### config.mk
export PLATFORM = sky130hd
export DESIGN_NAME = sllc_lane_config
export DESIGN_NICKNAME = d
export VERILOG_FILES = /design/src/sllc_lane_config.v
export VERILOG_INCLUDE_DIRS = /design/src
export SDC_FILE = /design/constraint.sdc
export NUM_CORES = 1
export LEC_CHECK = 0
export ABC_AREA = 0
export BUFFER_PORTS_ARGS = -buffer_cell sky130_fd_sc_hd__buf_2
export CAP_MARGIN = 20
export CORE_ASPECT_RATIO = 2
export CORE_MARGIN = 3
export CORE_UTILIZATION = 30
export CTS_BUF_LIST = sky130_fd_sc_hd__clkbuf_2
export DETAILED_ROUTE_END_ITERATION = 8
export GPL_ROUTABILITY_DRIVEN = 0
export PLACE_DENSITY = 0.49
export SLEW_MARGIN = 20
export SYNTH_ARGS = -nofsm -noshare
export SYNTH_HDL_FRONTEND = slang
export SYNTH_SLANG_ARGS = --single-unit
export TNS_END_PERCENT = 100
### constraint.sdc
create_clock -name clk_sys -period 9.2 [get_ports clk_sys]
set_input_delay 1.38 -clock clk_sys [delete_from_list [all_inputs] [get_ports clk_sys]]
set_output_delay 1.38 -clock clk_sys [all_outputs]
set_load 0.02 [all_outputs]
### src/sllc_defs.vh
// Constants for the serial link lane configuration block
`ifndef SLLC_DEFS_VH
`define SLLC_DEFS_VH
// Register indices; byte address is index times four
`define SLLC_IDX_LANE_RATE   11'h56e
`define SLLC_IDX_QUICK       11'h570
`define SLLC_IDX_LINK_CTRL   11'h580
`define SLLC_IDX_FRAMES_MF   11'h581
`define SLLC_IDX_STATUS      11'h582
`define SLLC_IDX_RATE        11'h583
`define SLLC_IDX_ADC_CLK     11'h584
`define SLLC_IDX_DEEMPH_EN   11'h5c1
`define SLLC_IDX_DEEMPH_LVL0 11'h5c2
`define SLLC_IDX_DEEMPH_LVL3 11'h5c5
// Reset values
`define SLLC_RST_LANE_RATE   8'h00
`define SLLC_RST_QUICK       8'h88
`define SLLC_RST_FRAMES_MF   6'h20
`define SLLC_RST_ADC_CLK     16'h03e8
// Fields
`define SLLC_LOW_RATE_BIT    4
`define SLLC_PLL_MSB         4
`define SLLC_PLL_LSB         3
`define SLLC_CTRL_POWER_UP   0
`define SLLC_CTRL_NPRIME8    1
`define SLLC_CTRL_DEC_MSB    5
`define SLLC_CTRL_DEC_LSB    4
// Lane rate limits in Mbps and frames-per-multiframe limit
`define SLLC_RATE_MIN_MBPS   28'h000_0c35
`define SLLC_RATE_LOW_MBPS   28'h000_186a
`define SLLC_RATE_MAX_MBPS   28'h000_30d4
`define SLLC_FRAMES_MF_MAX   6'h20
// Encoding and sample widths
`define SLLC_LINE_NUM        4'ha
`define SLLC_LINE_DEN_SHIFT  3
`define SLLC_NPRIME16        5'h10
`define SLLC_NPRIME8         5'h08
`endif

### src/sllc_lane_config.v
// Lane configuration, rate checking, de-emphasis and lane mapping for one serial link
//
// Local design decision: the Avalon-MM interface to the registers.
`timescale 1ns/1ps
`include "sllc_defs.vh"
module sllc_lane_config (
  // Clock and reset
  input  wire        clk_sys,
  input  wire        reset,
  // Avalon-MM slave
  input  wire [12:0] address,
  input  wire        read,
  input  wire        write,
  input  wire [31:0] writedata,
  output reg  [31:0] readdata,
  output wire        waitrequest,
  // Parallel link data in
  input  wire [31:0] link_octets,
  input  wire        link_valid,
  output wire        link_ready,
  // Lanes out
  output reg  [7:0]  serial_lane_out_first,
  output reg  [7:0]  serial_lane_out_second,
  output reg  [7:0]  serial_lane_out_third,
  output reg  [7:0]  serial_lane_out_last,
  output reg  [3:0]  lane_active,
  // Serializer and driver controls
  output wire [1:0]  serializer_rate_sel,
  output wire        low_line_rate,
  output wire [3:0]  deemph_enable,
  output wire [15:0] deemph_level,
  // Decoded link parameters
  output reg  [2:0]  param_lanes,
  output reg  [2:0]  param_converters,
  output reg  [4:0]  param_octets,
  output reg  [3:0]  param_samples,
  output reg         param_hd,
  output wire        code_unsupported
);

  ////////////////////////////////////////////////////////////////////////
  reg  [7:0]  lane_rate_control;
  reg  [7:0]  link_quick_setup;
  reg  [5:0]  link_ctrl;
  reg  [5:0]  frames_mf;
  reg  [15:0] adc_clk_mhz;
  reg  [3:0]  deemph_en;
  reg  [3:0]  deemph_lvl [0:3];
  reg         ack;
  reg  [27:0] rate_mbps;
  wire [10:0] idx;
  wire        req;
  wire        link_up;
  wire [4:0]  nprime;
  reg  [16:0] dec;
  reg  [31:0] next_readdata;
  integer     i;

  assign idx         = address[12:2];
  assign req         = read | write;
  assign waitrequest = req & ~ack;
  assign link_up     = link_ctrl[`SLLC_CTRL_POWER_UP];
  assign nprime      = link_ctrl[`SLLC_CTRL_NPRIME8] ? `SLLC_NPRIME8 : `SLLC_NPRIME16;

  ////////////////////////////////////////////////////////////////////////
  // Quick code decode: {valid, L, M, F, S, HD}
  function [16:0] sllc_decode;
    input       n8;
    input [7:0] code;
    begin
      sllc_decode = 17'h0_0000;
      if (!n8) begin
        case (code)
          8'h01: sllc_decode = {1'b1, 3'd1, 3'd1, 5'd2, 4'd1, 1'b0};
          8'h40: sllc_decode = {1'b1, 3'd2, 3'd1, 5'd1, 4'd1, 1'b1};
          8'h41: sllc_decode = {1'b1, 3'd2, 3'd1, 5'd2, 4'd2, 1'b0};
          8'h80: sllc_decode = {1'b1, 3'd4, 3'd1, 5'd1, 4'd2, 1'b1};
          8'h81: sllc_decode = {1'b1, 3'd4, 3'd1, 5'd2, 4'd4, 1'b0};
          8'h0a: sllc_decode = {1'b1, 3'd1, 3'd2, 5'd4, 4'd1, 1'b0};
          8'h49: sllc_decode = {1'b1, 3'd2, 3'd2, 5'd2, 4'd1, 1'b0};
          8'h88: sllc_decode = {1'b1, 3'd4, 3'd2, 5'd1, 4'd1, 1'b1};
          8'h89: sllc_decode = {1'b1, 3'd4, 3'd2, 5'd2, 4'd2, 1'b0};
          8'h13: sllc_decode = {1'b1, 3'd1, 3'd4, 5'd8, 4'd1, 1'b0};
          8'h52: sllc_decode = {1'b1, 3'd2, 3'd4, 5'd4, 4'd1, 1'b0};
          8'h91: sllc_decode = {1'b1, 3'd4, 3'd4, 5'd2, 4'd1, 1'b0};
          default: sllc_decode = 17'h0_0000;
        endcase
      end else begin
        case (code)
          8'h00: sllc_decode = {1'b1, 3'd1, 3'd1, 5'd1, 4'd1, 1'b0};
          8'h01: sllc_decode = {1'b1, 3'd1, 3'd1, 5'd2, 4'd2, 1'b0};
          8'h40: sllc_decode = {1'b1, 3'd2, 3'd1, 5'd1, 4'd2, 1'b0};
          8'h41: sllc_decode = {1'b1, 3'd2, 3'd1, 5'd2, 4'd4, 1'b0};
          8'h42: sllc_decode = {1'b1, 3'd2, 3'd1, 5'd4, 4'd8, 1'b0};
          8'h80: sllc_decode = {1'b1, 3'd4, 3'd1, 5'd1, 4'd4, 1'b0};
          8'h81: sllc_decode = {1'b1, 3'd4, 3'd1, 5'd2, 4'd8, 1'b0};
          8'h09: sllc_decode = {1'b1, 3'd1, 3'd2, 5'd2, 4'd1, 1'b0};
          8'h48: sllc_decode = {1'b1, 3'd2, 3'd2, 5'd1, 4'd1, 1'b0};
          8'h49: sllc_decode = {1'b1, 3'd2, 3'd2, 5'd2, 4'd2, 1'b0};
          8'h88: sllc_decode = {1'b1, 3'd4, 3'd2, 5'd1, 4'd2, 1'b0};
          8'h89: sllc_decode = {1'b1, 3'd4, 3'd2, 5'd2, 4'd4, 1'b0};
          8'h8a: sllc_decode = {1'b1, 3'd4, 3'd2, 5'd4, 4'd8, 1'b0};
          default: sllc_decode = 17'h0_0000;
        endcase
      end
    end
  endfunction

  always @* begin
    dec = sllc_decode(link_ctrl[`SLLC_CTRL_NPRIME8], link_quick_setup);
  end

  assign code_unsupported = ~dec[16];

  always @(posedge clk_sys) begin
    if (reset) begin
      param_lanes      <= 3'd4;
      param_converters <= 3'd2;
      param_octets     <= 5'd1;
      param_samples    <= 4'd1;
      param_hd         <= 1'b1;
    end else if (dec[16]) begin
      param_lanes      <= dec[15:13];
      param_converters <= dec[12:10];
      param_octets     <= dec[9:5];
      param_samples    <= dec[4:1];
      param_hd         <= dec[0];
    end
  end

  ////////////////////////////////////////////////////////////////////////
  // lane rate in Mbps from converter clock and decimation
  wire [27:0] rate_num;
  wire [2:0]  lane_shift;
  // Product of M and N', not their concatenation; 28 bits hold the largest case
  assign rate_num   = {25'h000_0000, param_converters} * {23'h00_0000, nprime} * `SLLC_LINE_NUM *
                      {12'h000, adc_clk_mhz};
  assign lane_shift = (param_lanes == 3'd4) ? 3'd2 : ((param_lanes == 3'd2) ? 3'd1 : 3'd0);

  always @(posedge clk_sys) begin
    if (reset) begin
      rate_mbps <= 28'h000_0000;
    end else begin
      rate_mbps <= ((rate_num >> `SLLC_LINE_DEN_SHIFT) >> lane_shift) >> link_ctrl[`SLLC_CTRL_DEC_MSB:`SLLC_CTRL_DEC_LSB];
    end
  end

  wire rate_out_of_range;
  assign rate_out_of_range = (rate_mbps < `SLLC_RATE_MIN_MBPS) | (rate_mbps > `SLLC_RATE_MAX_MBPS);

  // low rate setting expected below limit
  wire low_rate_needed;
  assign low_rate_needed = rate_mbps < `SLLC_RATE_LOW_MBPS;

  wire low_rate_mismatch;
  assign low_rate_mismatch = lane_rate_control[`SLLC_LOW_RATE_BIT] ^ low_rate_needed;

  assign serializer_rate_sel = lane_rate_control[`SLLC_PLL_MSB:`SLLC_PLL_LSB];
  assign low_line_rate       = lane_rate_control[`SLLC_LOW_RATE_BIT];

  reg [5:0] k_min;
  always @* begin
    case (param_octets)
      5'd1:    k_min = 6'd20;
      5'd2:    k_min = 6'd12;
      5'd4:    k_min = 6'd8;
      default: k_min = 6'd4;
    endcase
  end
  wire k_invalid;
  assign k_invalid = (frames_mf[1:0] != 2'b00) | (frames_mf > `SLLC_FRAMES_MF_MAX) | (frames_mf < k_min);

  ////////////////////////////////////////////////////////////////////////
  // de-emphasis off after reset
  assign deemph_enable = deemph_en;
  assign deemph_level  = {deemph_lvl[3], deemph_lvl[2], deemph_lvl[1], deemph_lvl[0]};

  // Register writes take effect on the acknowledge edge
  always @(posedge clk_sys) begin
    if (reset) begin
      lane_rate_control <= `SLLC_RST_LANE_RATE;
      link_quick_setup  <= `SLLC_RST_QUICK;
      link_ctrl         <= 6'h00;
      frames_mf         <= `SLLC_RST_FRAMES_MF;
      adc_clk_mhz       <= `SLLC_RST_ADC_CLK;
      deemph_en         <= 4'h0;
      for (i = 0; i < 4; i = i + 1) begin
        deemph_lvl[i] <= 4'h0;
      end
    end else if (write & ack) begin
      if (idx == `SLLC_IDX_LANE_RATE) begin
        lane_rate_control <= writedata[7:0];
      end else if (idx == `SLLC_IDX_QUICK) begin
        link_quick_setup <= writedata[7:0];
      end else if (idx == `SLLC_IDX_LINK_CTRL) begin
        link_ctrl <= writedata[5:0];
      end else if (idx == `SLLC_IDX_FRAMES_MF) begin
        frames_mf <= writedata[5:0];
      end else if (idx == `SLLC_IDX_ADC_CLK) begin
        adc_clk_mhz <= writedata[15:0];
      end else if (idx == `SLLC_IDX_DEEMPH_EN) begin
        deemph_en <= writedata[3:0];
      end else if (idx >= `SLLC_IDX_DEEMPH_LVL0 && idx <= `SLLC_IDX_DEEMPH_LVL3) begin
        deemph_lvl[idx[1:0] - 2'd2] <= writedata[3:0];
      end
    end
  end

  ////////////////////////////////////////////////////////////////////////
  // One wait state on every access; unmapped reads return zero
  always @* begin
    next_readdata = 32'h0000_0000;
    if (idx == `SLLC_IDX_LANE_RATE) begin
      next_readdata = {24'h00_0000, lane_rate_control};
    end else if (idx == `SLLC_IDX_QUICK) begin
      next_readdata = {24'h00_0000, link_quick_setup};
    end else if (idx == `SLLC_IDX_LINK_CTRL) begin
      next_readdata = {26'h000_0000, link_ctrl};
    end else if (idx == `SLLC_IDX_FRAMES_MF) begin
      next_readdata = {26'h000_0000, frames_mf};
    end else if (idx == `SLLC_IDX_STATUS) begin
      next_readdata = {8'h00, param_hd, param_samples, param_octets, param_converters, param_lanes,
                       4'h0, k_invalid, low_rate_mismatch, rate_out_of_range, code_unsupported};
    end else if (idx == `SLLC_IDX_RATE) begin
      next_readdata = {4'h0, rate_mbps};
    end else if (idx == `SLLC_IDX_ADC_CLK) begin
      next_readdata = {16'h0000, adc_clk_mhz};
    end else if (idx == `SLLC_IDX_DEEMPH_EN) begin
      next_readdata = {28'h000_0000, deemph_en};
    end else if (idx >= `SLLC_IDX_DEEMPH_LVL0 && idx <= `SLLC_IDX_DEEMPH_LVL3) begin
      next_readdata = {28'h000_0000, deemph_lvl[idx[1:0] - 2'd2]};
    end
  end

  always @(posedge clk_sys) begin
    if (reset) begin
      ack      <= 1'b0;
      readdata <= 32'h0000_0000;
    end else begin
      ack <= req & ~ack;
      if (read & ~ack) begin
        readdata <= next_readdata;
      end
    end
  end

  ////////////////////////////////////////////////////////////////////////
  // lanes run only once powered up
  assign link_ready = link_up;

  always @(posedge clk_sys) begin
    if (reset) begin
      serial_lane_out_first  <= 8'h00;
      serial_lane_out_second <= 8'h00;
      serial_lane_out_third  <= 8'h00;
      serial_lane_out_last   <= 8'h00;
      lane_active            <= 4'h0;
    end else begin
      lane_active[0] <= link_up;
      lane_active[1] <= link_up & (param_lanes != 3'd1);
      lane_active[2] <= link_up & (param_lanes == 3'd4);
      lane_active[3] <= link_up & (param_lanes == 3'd4);
      if (link_up & link_valid) begin
        serial_lane_out_first  <= link_octets[7:0];
        serial_lane_out_second <= (param_lanes != 3'd1) ? link_octets[15:8] : 8'h00;
        serial_lane_out_third  <= (param_lanes == 3'd4) ? link_octets[23:16] : 8'h00;
        serial_lane_out_last   <= (param_lanes == 3'd4) ? link_octets[31:24] : 8'h00;
      end
    end
  end

endmodule

==> results by stage <==
Floorplan:
- From bottom edge to top edge, the die measures between 300 and 400 µm.
- Once the floorplan was initialized, standard cells occupied a little under a third of the core.
- The initialized floorplan defines around 110 standard-cell rows.
- After floorplanning, the core was sized to cover 42,800 µm².
- The top-level I/O count is 192.
- The die outline width is 154 µm.
- The floorplan die area is between 40,000 and 50,000 µm².

Routing:
- The remaining design rule violation count is 0.
- The iteration count of the initial detailed-routing pass is 9.
- The detailed router finished its first iteration with slightly above 700 violations.
- The number of routed nets with antenna violations is 0.
- After detailed routing, the number of vias per cell comes to between 5 and 6.
- The detailed-route wire length is between 40,000 and 50,000 µm.
- The routed layout has between 10k and 15k vias.
- The wire length per cell after detailed routing is 21.6 µm.

Clock tree:
- The TritonCTS buffer count is 17.
- Clock latency on the worst-skew pair, taken at its later pin, is between 0.8 and 0.9 ns.
- The cell at the root of the clock tree is clkbuf_2.
- The worst-case clock buffer depth is 2.
- The H-tree was split into 4 levels.
- TritonCTS built the clock tree.
- The number of gates resized after CTS is 0.
- The clock slew seen by the registers of the worst setup and hold paths is 0.28 ns.
- The number of clock sinks is about 170.
- The number of hold buffers added after CTS was 0.
- In this run the post-CTS setup repair buffer count came out at 0.

Synthesis:
- The number of distinct library cells after synthesis is 95.
- Yosys printed 0 warnings.
- The predominant post-synthesis flop cell is dfxtp_1.
- Summing every instance area after synthesis gives roughly 13,000 µm².
- The synthesized design contains about 170 register bits.
- In the synthesized netlist, the cells that appear most often are nand2_1 (170), nor2_1 (150), dfxtp_1 (149).
- The number of enable-type register cells in the synthesized netlist is 16.
- By area the synthesized netlist is led by dfxtp_1 (23%), fa_1 (13%), ha_1 (8.0%).
- The library cell with the highest instance count after synthesis is nand2_1.
- Summing the sequential cell areas from Yosys gives 26.5% of the chip area.
- The share of the synthesized area in the top cell type is between 20% and 30%.
- Counting flops with an async set or reset pin after synthesis yields a share of 0%.
- Summed over all instances, the cell type with the most area after synthesis is dfxtp_1.
- The gate count after technology mapping is between 1.5k and 2k.
- The average instance in the mapped netlist occupies ~8.4 µm².

GRT:
- The first global-routing pass estimated 73,000 µm of wire.
- Global routing used 40.4% of the available met2 tracks.
- Global routing consumed, on the met3 layer, 2.17% of the routing resources.
- The global routing met1 resource utilization is between 10% and 20%.
- The via count of the first global-routing pass was ~12k.
- The combined global-route utilization of all metal layers is between 20% and 30%.
- The number of antenna violations at the first check in global routing is 3.
- The total overflow left after global routing is 0.
- Entering global routing, the biggest net connects 70 pins.
- met2 is the most crowded layer.

Timing:
- The share of the clock period used by the worst path is between 90% and 100%.
- The count of endpoints failing setup in the final report is 0.
- The transition time at the pin with the least slew margin is 1.06 ns.
- The sum of negative setup slack is 0 ns.
- The hold violation total from the final report is 0.
- Hold is met by roughly 0.47 ns.
- The minimum clock period is 8.54 ns.
- Derived from the worst setup path, the maximum achievable clock frequency is approximately 0.12 GHz.
- Measured against its own limit, the worst slew margin works out to between 20 and 30%.
- Across the routed clock network, the largest skew measured is roughly 0.056 ns.
- Setup repair after global routing left no endpoint under its margin.
- The max-slew violation total from the final report is 0.

Power and ir drop:
- Cell internal power was estimated by the tool at about 0.00087 W.
- The portion of total power attributed to combinational logic is under 10%.
- The clock share of power is 33.3%.
- Registers are responsible for approximately three fifths of the overall power.
- The sum of internal, switching and leakage power is 0.00123 W.
- The switching part of the total power is 29.6%.
- Dividing total power by cell area gives a power density of about 85 nW/µm².
- Summed over all cells, the static leakage comes to ~6.3 nW.
- VDD sags by at most slightly above 0.1 mV.
- The switching power of the nets is about 0.00036 W.

Worst setup path:
- The startpoint type of the worst setup path is a flop.
- Data on the critical path is required at its endpoint by 9.88 ns.
- Along the worst path, the maximum fanout reaches 16.
- In this run the critical register-to-register path is captured at rate_mbps[19].
- The reg-to-reg setup timing slack is roughly 0.66 ns.
- The length in cells of the worst reg-to-reg path is 26.
- The worst setup path is captured at a flop.
- The reg-to-reg critical path startpoint is link_ctrl[1].
- The signal arrival time at the worst endpoint is about 9.2 ns.
- The critical setup path kind is flop to flop.

Cells and area:
- The final non-filler cell area is around 14,000 µm².
- The number of inserted filler cells in the final layout is ~4.7k.
- After the last flow step, the layout net total stands at approximately 1.9k.
- The share of layout cells above drive strength 1 is ~16%.
- The area growth from synthesis to layout is 10.9%.

Min path:
- The path class of the tightest hold or removal check is flop to flop.
- The startpoint identified for the worst hold timing path is serial_lane_out_third[6].
- The path with the worst hold slack has its endpoint at serial_lane_out_third[6].
- The worst hold path depth is 2.

Outcome:
- The flow ran to the end, and the final reports show no timing, DRC or antenna violations.

Placement:
- In this run the cell area measured after placement is 14,200 µm².
- During placement, the flow inserted port buffers numbering approximately 170.
- The half-perimeter wire length after detailed placement is 38,400 µm.

Flow run:
- The tool flagged a number of max-cap violations equal to 0.
[kinds of logic after synthesis]
group	share of synthesized area (%)
muxes	4.63
AOI/OAI and AO/OA	16.0
buffers and inverters	8.09
adders and majority gates	21.4
other	0.0287
and+or+nand+nor	21.7
DFF	26.5
xor gates and xnor gates	1.61
[worst max-delay path, stage by stage (launching register included)]
cell      delay [ns]
dfxtp_1         0.70
and2_1          0.21
ha_1            0.23
ha_1            0.20
inv_1           0.07
fa_1            0.40
inv_1           0.09
ha_1            0.23
ha_1            0.23
fa_1            0.97
nand2_1         0.17
fa_1            0.59
fa_1            0.46
fa_1            0.53
fa_1            0.55
inv_1           0.04
ha_1            0.28
ha_1            0.36
a211oi_1        0.30
o21ai_1         0.21
a21oi_4         0.28
a21oi_2         0.14
or3_2           0.48
a31oi_1         0.21
mux2i_2         0.13
a22oi_1         0.25
o31ai_2         0.10
[state kept, by name, summed over array words and instances, names as in the netlist, 3 cells and up]
signal / cells
param_octets: 4
serial_lane_out_second: 8
link_quick_setup: 8
lane_active: 3
adc_clk_mhz: 16
serial_lane_out_first: 8
serial_lane_out_last: 8
deemph_enable: 4
link_ctrl: 6
param_converters: 3
frames_mf: 6
lane_rate_control: 8
deemph_lvl: 16
rate_mbps: 25
readdata: 25
param_lanes: 3
param_samples: 4
serial_lane_out_third: 8
[how the worst max path moves through the flow]
stage | from | to | slack, ns | cells past startpoint
2_1_floorplan | link_ctrl[1] | rate_mbps[18] | 1.10 | 33
3_3_place_gp | link_ctrl[1] | rate_mbps[18] | 0.78 | 27
3_5_place_dp | link_ctrl[1] | rate_mbps[18] | 0.67 | 27
4_1_cts | link_ctrl[1] | rate_mbps[18] | 0.62 | 27
5_1_grt | link_ctrl[1] | rate_mbps[18] | 0.22 | 26
6_report | link_ctrl[1] | rate_mbps[19] | 0.66 | 26
[placed cells by master, fill, tap and decap left out, drive strengths merged, types with 16 or more instances in the layout]
| master | netlist | routed |
|---|---|---|
| dfxtp | 149 | 149 |
| inv | 146 | 154 |
| nand2 | 170 | 170 |
| a211oi | 25 | 25 |
| nand3 | 40 | 40 |
| a222oi | 19 | 19 |
| and2 | 90 | 90 |
| o21ai | 43 | 43 |
| a22oi | 17 | 17 |
| and3 | 21 | 21 |
| xnor2 | 18 | 18 |
| nor2b | 27 | 27 |
| buf | 33 | 183 |
| a21oi | 115 | 115 |
| ha | 83 | 83 |
| nor2 | 152 | 152 |
| nor3 | 25 | 25 |
| fa | 87 | 87 |
| clkbuf | 70 | 18 |
| mux2i | 42 | 42 |
| edfxtp | 16 | 16 |
| nor4 | 18 | 18 |
[per-layer routing]
layer / up-vias / part of all wire [%]
met4: 2 / 7.5
met2: 404 / 56
li1: 5527 / -
met1: 5737 / 33
met3: 127 / 3.6
met5: - / 0.015
[metrics by stage]
step / instances / worst slack, ns / utilization, %
6_report: 2224 / 0.656 / 33.8
5_1_grt: 2224 / 0.222 / 33.8
4_1_cts: 2222 / 0.618 / 33.8
3_5_place_dp: 2190 / 0.669 / 33.2
3_3_place_gp: 2190 / 0.775 / 33.2
2_1_floorplan: 1565 / 1.10 / -
[power by group through the flow]
| stage | Sequential [W] | Clock (W) | Combinational, W |
|---|---|---|---|
| final | 0.000740 | 0.000409 | 0.0000806 |
| after global placement | 0.000753 | 0 | 0.0000802 |
| after detailed placement | 0.000753 | 0 | 0.0000806 |
| after global routing | 0.000741 | 0.000452 | 0.0000859 |
| after CTS | 0.000740 | 0.000426 | 0.0000808 |
| after floorplan | 0.000755 | 0 | 0.0000387 |
[cell type report]
type | count | area, µm² | area share, %
Multi-Input combinational cell | 1150 | 8580 | 59.3
Sequential cell | 165 | 3460 | 23.9
Timing Repair Buffer | 183 | 963 | 6.66
Tap cell | 545 | 682 | 4.71
Inverter | 147 | 552 | 3.81
Clock inverter | 14 | 138 | 0.951
Clock buffer | 18 | 90.1 | 0.622
Antenna cell | 2 | 5.00 | 0.0346
No activity file was read; power rests on OpenSTA's default activity.
